## config.mk

```make
export PLATFORM = sky130hd
export DESIGN_NAME = dsc_ctrl
export DESIGN_NICKNAME = d
export VERILOG_FILES = /design/src/shared/dsc_pkg.sv /design/src/logic/dsc_refresh_timer.sv /design/src/logic/dsc_ctrl.sv
export VERILOG_INCLUDE_DIRS = /design/src /design/src/shared
export SDC_FILE = /design/constraint.sdc
export NUM_CORES = 1
export LEC_CHECK = 0
export BUFFER_PORTS_ARGS = -buffer_cell sky130_fd_sc_hd__buf_2
export CORE_UTILIZATION = 59
export DETAILED_ROUTE_END_ITERATION = 16
export GPL_ROUTABILITY_DRIVEN = 1
export PLACE_DENSITY = 0.76
export REMOVE_ABC_BUFFERS = 1
export SLEW_MARGIN = 10
export SYNTH_ARGS = -nofsm -noshare
export SYNTH_HDL_FRONTEND = slang
export SYNTH_SLANG_ARGS = --single-unit
export TNS_END_PERCENT = 10
```

## constraint.sdc

```tcl
create_clock -name i_clk_sys -period 2.4 [get_ports i_clk_sys]
set_input_delay 0 -clock i_clk_sys [delete_from_list [all_inputs] [get_ports i_clk_sys]]
set_output_delay 0 -clock i_clk_sys [all_outputs]
set_load 0.005 [all_outputs]
```

## src/shared/dsc_params.svh

```systemverilog
// Timing constants and field positions for the strobe memory controller
// How it works
// - Fourteen-bit cell address goes out as two seven-bit halves on shared lines.
// - Row strobe falls first latching row half, then column strobe latches column half.
// - Column half and column strobe may follow once row hold time is met.
// - Write strobe before column strobe: data referenced to column strobe edge.
// - Delayed write: data captured on write strobe falling edge, timed to it.
// - Read keeps write strobe high while column strobe is low.
// - After power-up, run eight refresh cycles before normal use.
// - Refresh all 128 rows within every 2 millisecond interval, row-only cycles.
// - Page mode holds row strobe low and cycles column strobe per column.
`ifndef DSC_PARAMS_SVH
`define DSC_PARAMS_SVH
`define DSC_CLK_NS          40
`define DSC_ROW_HOLD_NS     35
`define DSC_RCD_MAX_NS      85
`define DSC_CAS_ACCESS_NS   165
`define DSC_RAS_ACCESS_NS   250
`define DSC_RAS_PULSE_NS    250
`define DSC_RAS_PRECH_NS    150
`define DSC_CAS_PULSE_NS    165
`define DSC_CAS_PRECH_NS    100
`define DSC_CWD_NS          90
`define DSC_RWD_NS          175
`define DSC_WP_NS           75
`define DSC_REFRESH_MS      2
`define DSC_ROWS            128
`define DSC_INIT_CYCLES     8
`define DSC_CEIL(ns)        (((ns) + `DSC_CLK_NS - 1) / `DSC_CLK_NS)
`define DSC_ROW_HOLD_CYC    `DSC_CEIL(`DSC_ROW_HOLD_NS)
`define DSC_CAS_ACC_CYC     (`DSC_CEIL(`DSC_CAS_ACCESS_NS) + 1)
`define DSC_RAS_ACC_CYC     (`DSC_CEIL(`DSC_RAS_ACCESS_NS) + 1)
`define DSC_RAS_PULSE_CYC   `DSC_CEIL(`DSC_RAS_PULSE_NS)
`define DSC_RAS_PRECH_CYC   `DSC_CEIL(`DSC_RAS_PRECH_NS)
`define DSC_CAS_PULSE_CYC   `DSC_CEIL(`DSC_CAS_PULSE_NS)
`define DSC_CAS_PRECH_CYC   `DSC_CEIL(`DSC_CAS_PRECH_NS)
`define DSC_CWD_CYC         `DSC_CEIL(`DSC_CWD_NS)
`define DSC_RWD_CYC         `DSC_CEIL(`DSC_RWD_NS)
`define DSC_WP_CYC          `DSC_CEIL(`DSC_WP_NS)
// Longest time rounds down: row period = 2 ms / 128 rows
`define DSC_REFRESH_PERIOD  ((`DSC_REFRESH_MS * 1000000) / `DSC_ROWS / `DSC_CLK_NS)
`define DSC_ROW_MSB         13
`define DSC_ROW_LSB         7
`define DSC_COL_MSB         6
`define DSC_COL_LSB         0
`endif

```

## src/shared/dsc_pkg.sv

```systemverilog
// Types shared by the strobe memory controller
package dsc_pkg;
  typedef enum logic [1:0] {
    DSC_OP_READ,
    DSC_OP_WRITE,
    DSC_OP_RMW,
    DSC_OP_DWRITE
  } dsc_op_t;

  typedef struct packed {
    dsc_op_t     op;
    logic [13:0] addr;
    logic        wdata;
    logic        page;
  } dsc_req_t;

  typedef struct packed {
    logic       ras_n;
    logic       cas_n;
    logic       write_n;
    logic [6:0] addr;
    logic       din;
  } dsc_pins_t;
endpackage : dsc_pkg

```

## src/logic/dsc_refresh_timer.sv

```systemverilog
// Refresh interval timer and row counter
`timescale 1ns/10ps
`include "dsc_params.svh"
module dsc_refresh_timer
  import dsc_pkg::*;
#(
  parameter int unsigned PERIOD = `DSC_REFRESH_PERIOD
)(
  input  wire logic       i_clk_sys,
  input  wire logic       i_reset,
  input  wire logic       i_done,
  output logic            o_due,
  output logic [6:0]      o_row
);
  logic [15:0] count;
  logic [15:0] next_count;
  logic        next_due;
  logic [6:0]  next_row;

  // Request is sticky; a new tick wins over the done pulse
  always_comb
  begin
    next_count = count + 16'h0001;
    next_due   = o_due;
    next_row   = o_row;
    if (i_done)
    begin
      next_due = 1'b0;
      next_row = o_row + 7'h01;
    end
    if (count == 16'(PERIOD - 1))
    begin
      next_count = 16'h0000;
      next_due   = 1'b1;
    end
  end

  always_ff @(posedge i_clk_sys or posedge i_reset)
  begin
    if (i_reset)
    begin
      count <= 16'h0000;
      o_due <= 1'b0;
      o_row <= 7'h00;
    end
    else
    begin
      count <= next_count;
      o_due <= next_due;
      o_row <= next_row;
    end
  end
endmodule : dsc_refresh_timer

```

## src/logic/dsc_ctrl.sv

```systemverilog
// Strobe sequencer for a 16K x 1 multiplexed-address dynamic memory
`timescale 1ns/10ps
`include "dsc_params.svh"
module dsc_ctrl
  import dsc_pkg::*;
#(
  parameter int unsigned REFRESH_PERIOD = `DSC_REFRESH_PERIOD
)(
  input  wire logic      i_clk_sys,
  input  wire logic      i_reset,
  input  wire logic      i_req_valid,
  input  wire dsc_req_t  i_req,
  output logic           o_req_ready,
  output logic           o_rdata_valid,
  output logic           o_rdata,
  output logic           o_init_done,
  output dsc_pins_t      o_pins,
  input  wire logic      i_dout
);
  typedef enum logic [3:0] {
    DSC_ST_INIT_PRE,
    DSC_ST_IDLE,
    DSC_ST_ROW,
    DSC_ST_COL,
    DSC_ST_ACCESS,
    DSC_ST_LATE_WR,
    DSC_ST_CAS_END,
    DSC_ST_RAS_END,
    DSC_ST_PRECH,
    DSC_ST_REF
  } dsc_state_t;

  dsc_state_t state;
  dsc_state_t next_state;
  logic [3:0] cnt;
  logic [3:0] next_cnt;
  logic [3:0] init_cnt;
  logic [3:0] next_init_cnt;
  dsc_req_t   cur;
  dsc_req_t   next_cur;
  dsc_pins_t  next_pins;
  logic       next_ready;
  logic       next_rvalid;
  logic       next_rdata;
  logic       next_init_done;
  logic       ref_cycle;
  logic       next_ref_cycle;
  logic       ref_done;
  logic       ref_due;
  logic [6:0] ref_row;
  logic       dout_meta;
  logic       dout_sync;

  // Device output is a pin from outside the clock domain
  always_ff @(posedge i_clk_sys or posedge i_reset)
  begin
    if (i_reset)
    begin
      dout_meta <= 1'b0;
      dout_sync <= 1'b0;
    end
    else
    begin
      dout_meta <= i_dout;
      dout_sync <= dout_meta;
    end
  end

  dsc_refresh_timer #(
    .PERIOD (REFRESH_PERIOD)
  ) u_refresh (
    .i_clk_sys (i_clk_sys),
    .i_reset   (i_reset),
    .i_done    (ref_done),
    .o_due     (ref_due),
    .o_row     (ref_row)
  );

  // Sequencer: every strobe edge is one state step
  always_comb
  begin
    next_state     = state;
    next_cnt       = (cnt == 4'h0) ? 4'h0 : cnt - 4'h1;
    next_init_cnt  = init_cnt;
    next_cur       = cur;
    next_pins      = o_pins;
    next_ready     = 1'b0;
    next_rvalid    = 1'b0;
    next_rdata     = o_rdata;
    next_init_done = o_init_done;
    next_ref_cycle = ref_cycle;
    ref_done       = 1'b0;
    case (state)
      DSC_ST_INIT_PRE:
      begin
        // Power-up needs refresh cycles before real traffic
        if (cnt == 4'h0)
        begin
          next_state          = DSC_ST_REF;
          next_pins.addr      = init_cnt[2:0] == 3'h0 ? 7'h00 : ref_row;
          next_pins.ras_n     = 1'b0;
          next_cnt            = 4'(`DSC_RAS_PULSE_CYC - 1);
        end
      end
      DSC_ST_IDLE:
      begin
        // A shown ready is honoured; sticky refresh waits until that access has finished
        if (i_req_valid && o_req_ready)
        begin
          next_cur            = i_req;
          next_state          = DSC_ST_ROW;
          next_pins.addr      = i_req.addr[`DSC_ROW_MSB:`DSC_ROW_LSB];
          next_pins.ras_n     = 1'b0;
          next_cnt            = 4'(`DSC_ROW_HOLD_CYC - 1);
        end
        else if (ref_due)
        begin
          next_state          = DSC_ST_REF;
          next_pins.addr      = ref_row;
          next_pins.ras_n     = 1'b0;
          next_cnt            = 4'(`DSC_RAS_PULSE_CYC - 1);
        end
        else
        begin
          next_ready = ~ref_due;
        end
      end
      DSC_ST_ROW:
      begin
        // Column half swaps in once the row hold time has passed
        if (cnt == 4'h0)
        begin
          next_state       = DSC_ST_COL;
          next_pins.addr   = cur.addr[`DSC_COL_MSB:`DSC_COL_LSB];
          next_pins.din    = cur.wdata;
          next_pins.write_n = ~(cur.op == DSC_OP_WRITE);
        end
      end
      DSC_ST_COL:
      begin
        // Falls late; access is then counted from the column edge
        next_pins.cas_n = 1'b0;
        next_state      = DSC_ST_ACCESS;
        next_cnt        = 4'((cur.op == DSC_OP_WRITE) ?
                             `DSC_CAS_PULSE_CYC : `DSC_CAS_ACC_CYC) - 4'h1;
      end
      DSC_ST_ACCESS:
      begin
        // Write strobe stays high over the read window
        if (cnt == 4'h0)
        begin
          if (cur.op == DSC_OP_READ || cur.op == DSC_OP_RMW)
          begin
            next_rvalid = 1'b1;
            next_rdata  = dout_sync;
          end
          if (cur.op == DSC_OP_WRITE || cur.op == DSC_OP_READ)
          begin
            next_state = DSC_ST_CAS_END;
            next_cnt   = 4'h0;
          end
          else
          begin
            // Late write edge strobes the data in
            next_pins.write_n = 1'b0;
            next_state        = DSC_ST_LATE_WR;
            next_cnt          = 4'(`DSC_WP_CYC - 1);
          end
        end
      end
      DSC_ST_LATE_WR:
      begin
        if (cnt == 4'h0)
        begin
          next_state = DSC_ST_CAS_END;
        end
      end
      DSC_ST_CAS_END:
      begin
        // Column rise ends the cycle; write strobe returns too
        next_pins.cas_n   = 1'b1;
        next_pins.write_n = 1'b1;
        if (cur.page && i_req_valid && i_req.addr[`DSC_ROW_MSB:`DSC_ROW_LSB]
            == cur.addr[`DSC_ROW_MSB:`DSC_ROW_LSB] && !ref_due)
        begin
          // Same row: keep row strobe low, next column only
          next_cur   = i_req;
          next_state = DSC_ST_ROW;
          next_cnt   = 4'(`DSC_CAS_PRECH_CYC - 1);
          next_ready = 1'b0;
        end
        else
        begin
          next_state = DSC_ST_RAS_END;
        end
      end
      DSC_ST_RAS_END:
      begin
        next_pins.ras_n = 1'b1;
        next_state      = DSC_ST_PRECH;
        next_cnt        = 4'(`DSC_RAS_PRECH_CYC - 1);
      end
      DSC_ST_PRECH:
      begin
        if (cnt == 4'h0)
        begin
          next_state = o_init_done ? DSC_ST_IDLE : DSC_ST_INIT_PRE;
        end
      end
      DSC_ST_REF:
      begin
        // Row-only cycle; column strobe untouched
        if (cnt == 4'h0)
        begin
          next_pins.ras_n = 1'b1;
          ref_done        = 1'b1;
          next_state      = DSC_ST_PRECH;
          next_cnt        = 4'(`DSC_RAS_PRECH_CYC - 1);
          if (!o_init_done)
          begin
            next_init_cnt = init_cnt + 4'h1;
            if (init_cnt == 4'(`DSC_INIT_CYCLES - 1))
            begin
              next_init_done = 1'b1;
            end
          end
        end
      end
      default:
      begin
        next_state = DSC_ST_IDLE;
      end
    endcase
    next_ref_cycle = (next_state == DSC_ST_REF);
  end

  // Registers only; strobe pins idle high so no device runs a cycle
  always_ff @(posedge i_clk_sys or posedge i_reset)
  begin
    if (i_reset)
    begin
      state         <= DSC_ST_INIT_PRE;
      cnt           <= 4'h0;
      init_cnt      <= 4'h0;
      cur           <= '0;
      o_pins        <= '{ras_n: 1'b1, cas_n: 1'b1, write_n: 1'b1,
                         addr: 7'h00, din: 1'b0};
      o_req_ready   <= 1'b0;
      o_rdata_valid <= 1'b0;
      o_rdata       <= 1'b0;
      o_init_done   <= 1'b0;
      ref_cycle     <= 1'b0;
    end
    else
    begin
      state         <= next_state;
      cnt           <= next_cnt;
      init_cnt      <= next_init_cnt;
      cur           <= next_cur;
      o_pins        <= next_pins;
      o_req_ready   <= next_ready;
      o_rdata_valid <= next_rvalid;
      o_rdata       <= next_rdata;
      o_init_done   <= next_init_done;
      ref_cycle     <= next_ref_cycle;
    end
  end
endmodule : dsc_ctrl

```

Word-level counts from Yosys, hierarchy flattened
Cells that the tools add are included.

Add/subtract/negate cells: 5. Equality and inequality tests: 24. Muxes and demuxes: 53. Bitwise operators: 3. Reductions and logical operators: 26.

Operators by type and width (count): 4-bit two-way mux (15); 4-bit one-hot mux with 10 select lines (1); 18-bit two-way mux (2); 18-bit one-hot mux with 2 select lines (1); 7-bit two-way mux (4); 4-bit one-hot mux with 7 select lines (1); 7-bit one-hot mux with 3 select lines (1); 4-bit by 3-bit equality test with 1-bit output (second input constant) (5); 1-bit two-way mux (20); 2-bit inequality test (second input constant) (9); 16-bit by 1-bit adder with 16-bit output (second input constant) (1); 16-bit by 9-bit equality test with 1-bit output (second input constant) (1); 16-bit two-way mux (1); 4-bit AND reduction (3); 9-bit two-way mux (1); 3-bit AND reduction (3); 4-bit by 2-bit equality test with 1-bit output (second input constant) (2); 4-bit equality test (second input constant) (2); 4-bit logical NOT (2); 7-bit by 1-bit adder with 7-bit output (second input constant) (1); 7-bit equality test (1); 7-bit AND reduction (1); 2-bit nonzero test (3); 3-bit nonzero test (2); other kinds (20) (28).

Bits in registers: 71. Input port bits: 22. Word-level logic and storage cells: 132.

Depth between registers and ports, before layout
Depth after elaboration: 5. Mapped depth: 8. Depth with buffers taken out: 6.

Hierarchy
Synthesis repeated with hierarchy kept, for this count alone.

Cells, all modules: 400. Area total of the unflattened synthesis: 3912.5 sq um.

Modules (own cells, without submodules): dsc_ctrl (times used 1, cells each 301, area an instance 2785.2 sq um); dsc_refresh_timer (times used 1, cells each 99, area an instance 1127.3 sq um).

Worst setup path after synthesis
OpenSTA, ideal clock, no wires.

Path kind: flip-flop to flip-flop. Start: register state[1]. End: register cur[12] (netlist name). Arrival: 1.873 ns. Required time: 2.275 ns. Path slack: 0.401 ns. Stages on the path, launching flop included: 7. Path buffers: 3. Period minus slack after synthesis: 1.999 ns. Cells stage by stage: dfrtp_1 -> buf_6 -> or4b_4 -> buf_6 -> o21ai_4 -> buf_12 -> mux2_4.

Cells in the longest elaborated chain, start to end: 3.

RTL lines: from (decl) (line dsc_ctrl.sv:33) `dsc_state_t state;`; from (signal assigned) (line dsc_ctrl.sv:256) `state <= next_state;`; 4-bit by 3-bit equality test with 1-bit output / 4-bit by 1-bit equality test with 1-bit output (equally long branches) (line dsc_ctrl.sv:93) `case (state)`; 2-bit inequality test (no source line) / 2-bit nonzero test (equally long branches); 3-bit AND reduction (no source line); to (signal assigned) (line dsc_ctrl.sv:259) `cur <= next_cur;`; to (decl) (line dsc_ctrl.sv:39) `dsc_req_t cur;`.

Several ways; a longest one is shown, not always the timed one. A chain may end at the register's enable or synchronous reset.

Final worst setup path
Start: register cur[13] (netlist name). End: register cur[0] (netlist name).

Cells in the longest elaborated chain, start to end: 5.

RTL lines: 7-bit equality test (line dsc_ctrl.sv:183) `` if (cur.page && i_req_valid && i_req.addr[`DSC_ROW_MSB:`DSC_ROW_LSB] ``; 1-bit logical AND (2 in a row) (line dsc_ctrl.sv:183); 2-bit inequality test (no source line); 3-bit AND reduction (no source line).

No other way between the ends.

==> out/metrics.cfg <==
[status]
outcome=complete, no violations

[placed_design]
dp_hpwl_mm=5.11
routabilityCongestion=0.878
portBuffers=36
dp.cells=430

[routing]
dr.first_iter.drc_count=338
viasPerCell=5.82
vias=2714
drcViolationCount=0
drt-total-wl_mm=7.92
wire_per_inst_um=17.0
postRouteAntennaNets=0
dr.pass1.iters=5

[worst_setup_path]
cp_max_fo=18
crit_cells=5
critPathArrivalTime_ns=2.43
start_kind=flip-flop
critPathCapture=cur[0]
required_ns=2.62
rr_worst_depth=5
crit_type=reg2reg
endpoint_kind=flip-flop
worst_path_dominant_cell_family=simple AND/OR/NAND/NOR gates
crit_slowest_cell=mux2_2
rr_startpoint=cur[13]
reg2reg_slack_ns=0.19
critPathBufInv=0
max_stage_delay_ns=0.42
path_cells=xor2_1 -> nor4_1 -> nand4b_1 -> o21ai_4 -> mux2_2
crit_start=cur[13]
r2r-end=cur[0]

[synthesis]
ys_ff_latch=71
synth.distinct_cells=56
netlist_instances=331
synth_edf_count=0
yosysTopAreaCellShare_pct=47.6
yosysTopAreaCell=dfrtp_1
synth-main-ff-cell=dfrtp_1
synthArstFlopShare_pct=100
synth-seq-area-share_pct=49.8
ys_warn_count=0
synth.avg_cell_area_um2=10.8
netlist_top_cells_area=dfrtp_1 48%, xnor2_1 4.4%, mux2_4 4.2%
synthesis.area_um2=3580

[cells_and_area]
drive_gt1_share_pct=23.1
area_delta_synth_final_pct=17.9
finalNetCount=416
diodes=0
fin_util_pct=74.3
final_cells=466

[die]
die_h_um=79.9
core_um2=5680
die_x_um=79.9
pin_count=37
start_util_pct=63.0
rows=27
dieArea_um2=6380

[clocking]
cts_sinks=71
cts.path.max_buffers=2
post-cts-setup-buffers=0
clk_pin_slew_ns=0.07
clockRootBuffer=clkbuf_8
clk_latency_ns=0.34
tritoncts=yes
cts_buffers=9
h-tree-depth=3

[power_and_ir_drop]
p_seq_share_pct=41.6
internal_power_mw=2.85
p_leak_nw=1.90
p_switching_mw=1.63
p_sw_share_pct=36.4
powerDensity_nw_per_um2=1060
p_comb_share_pct=37.7
power_frac_clock_pct=20.6
max-vdd-ir-drop_mv=0.653

[sta]
grt_setup_unrepaired=false
setup_viol=0
worst_pin_slew_ns=0.725
min_period_ns=2.21
post-route-period-util_pct=92.1
maxSlewViolCount=0
worst_clock_skew_ns=0.00849
max_slew_margin_pct=51.5
fmax_mhz=453
fin_tns_setup_ns=0
hold_violations=0

[global_routing]
grt_first_pass_wirelength_mm=13.0
grt_max_degree=44
antenna_found_initial=0
grt_pass1_vias=2719
grt.total_usage_pct=27.4
overflow=0

[worst_hold_path]
hold_path_class=in2reg

[flow_run]
drv_cap=0

worst register-to-register path, cell delays in order (launching register included):
cell      delay, ns
dfrtp_1        0.41
xor2_1         0.17
nor4_1         0.39
nand4b_1       0.32
o21ai_4        0.38
mux2_2         0.42
flip-flops by register name, indices dropped and copies added, names as in the netlist, 4 cells and up:
name and count:
init_cnt 4, o_pins 11, u_refresh.o_row 7, state 4, cnt 4, cur 18
u_refresh.count 16
timing repair:
action	4_1_cts	5_1_grt
hold endpoints to repair	45	0
resized for setup	0	1
setup endpoints to repair	0	1
hold buffers	20	0
how the worst min path moves through the flow:
stage | start | end | slack, ns | cells after the start
2_1_floorplan | i_dout | dout_meta | 0.03 | 0
4_1_cts | i_req_valid | o_req_ready | 0.15 | 3
6_report | i_req_valid | o_req_ready | 0.19 | 3
3_5_place_dp | i_reset | u_refresh.count[10] | 0.11 | 2
5_1_grt | i_req_valid | o_req_ready | 0.19 | 3
3_3_place_gp | i_reset | u_refresh.count[12] | 0.10 | 2
logic make-up (layout without fill, tap and decap cells):
kind of cell             count (synthesis)  in the layout  synth area share (%)
AND/OR/NAND/NOR                        109            109                  16.3
flip-flops                              71             71                  49.8
AO/OA/AOI/OAI                           67             67                  12.8
XOR/XNOR                                33             33                  8.08
buffers and inverters                   25             88                  3.60
multiplexers                            21             21                  7.62
adder cells (fa/ha/maj)                  5              5                  1.75
power groups by stage:
| stage | combinational, mW | clock [mW] | sequential [mW] |
|---|---|---|---|
| 6_report | 1.69 | 0.924 | 1.87 |
| 4_1_cts | 1.65 | 0.950 | 1.85 |
| 3_3_place_gp | 1.55 | 0 | 1.86 |
| 2_1_floorplan | 1.11 | 0 | 1.87 |
| 3_5_place_dp | 1.61 | 0 | 1.87 |
| 5_1_grt | 1.86 | 0.991 | 1.91 |
area by class of cell:
type                    count  area, µm²
flip-flops and latches     71       1780
multi-input cells         235       1680
fillers                   402       1460
repair buffers             63        445
clock buffers              13        149
well taps                  72       90.1
clock inverters             3       42.5
inverters                   9       33.8
per-layer routing:
layer	GRT usage [%]	part of all wire, %	wire, µm	up-vias
li1	-	-	-	1288
met1	35.5	44	3450	1312
met2	44.2	49	3900	104
met3	6.97	5.8	462	10
met4	10.4	1.4	111	0
met5	0	0	0	-
cell usage after synthesis, types with 2 or more instances:
cell      count
nand2_1      21
nor3_4        2
buf_2         3
a211oi_1      2
o21ai_0      13
buf_6         2
dfrtp_1      68
nor3_1        5
a222oi_1      7
mux2_4       10
a21oi_1      20
dfstp_2       3
nand3_1       9
clkbuf_1      7
buf_1         3
nand4_1       6
o22ai_1       2
nor4_1        4
ha_1          5
xnor2_1      18
or3_1         3
and2_1        3
xor2_1       15
nand2b_1      8
inv_1         9
a22oi_1       3
a31oi_1       5
and3_1        2
mux2_2       10
a21o_1        2
nor2b_1       5
nor2_1       32
per-stage QoR:
step	power, mW	hold slack (ns)	area (µm²)	worst slack [ns]
global route	4.76	0.190	4220	0.0629
floorplan	2.98	0.0314	3480	0.170
global placement	3.41	0.104	3820	0.309
CTS	4.45	0.146	4210	0.200
finish	4.49	0.185	4220	0.190
detailed placement	3.48	0.110	3820	0.266
layout by cell type (no fill, tap or decap), types with 2 or more instances in the layout:
| cell | n |
|---|---|
| nor3_4 | 2 |
| or3_1 | 3 |
| nor4_1 | 4 |
| clkbuf_1 | 3 |
| nor2_1 | 32 |
| mux2_4 | 10 |
| o21ai_0 | 13 |
| dfstp_2 | 3 |
| nand2_1 | 21 |
| nor2b_1 | 5 |
| inv_1 | 8 |
| clkbuf_8 | 10 |
| o22ai_1 | 2 |
| a222oi_1 | 7 |
| a31oi_1 | 5 |
| xnor2_1 | 18 |
| buf_2 | 36 |
| nand3_1 | 9 |
| xor2_1 | 15 |
| nor3_1 | 5 |
| and3_1 | 2 |
| buf_4 | 6 |
| a21o_1 | 2 |
| nand4_1 | 6 |
| and2_1 | 3 |
| nand2b_1 | 8 |
| dfrtp_1 | 68 |
| a22oi_1 | 3 |
| a211oi_1 | 2 |
| ha_1 | 5 |
| a21oi_1 | 20 |
| dlygate4sd3_1 | 20 |
| mux2_2 | 10 |
No activity file was read; power rests on OpenSTA's default activity.
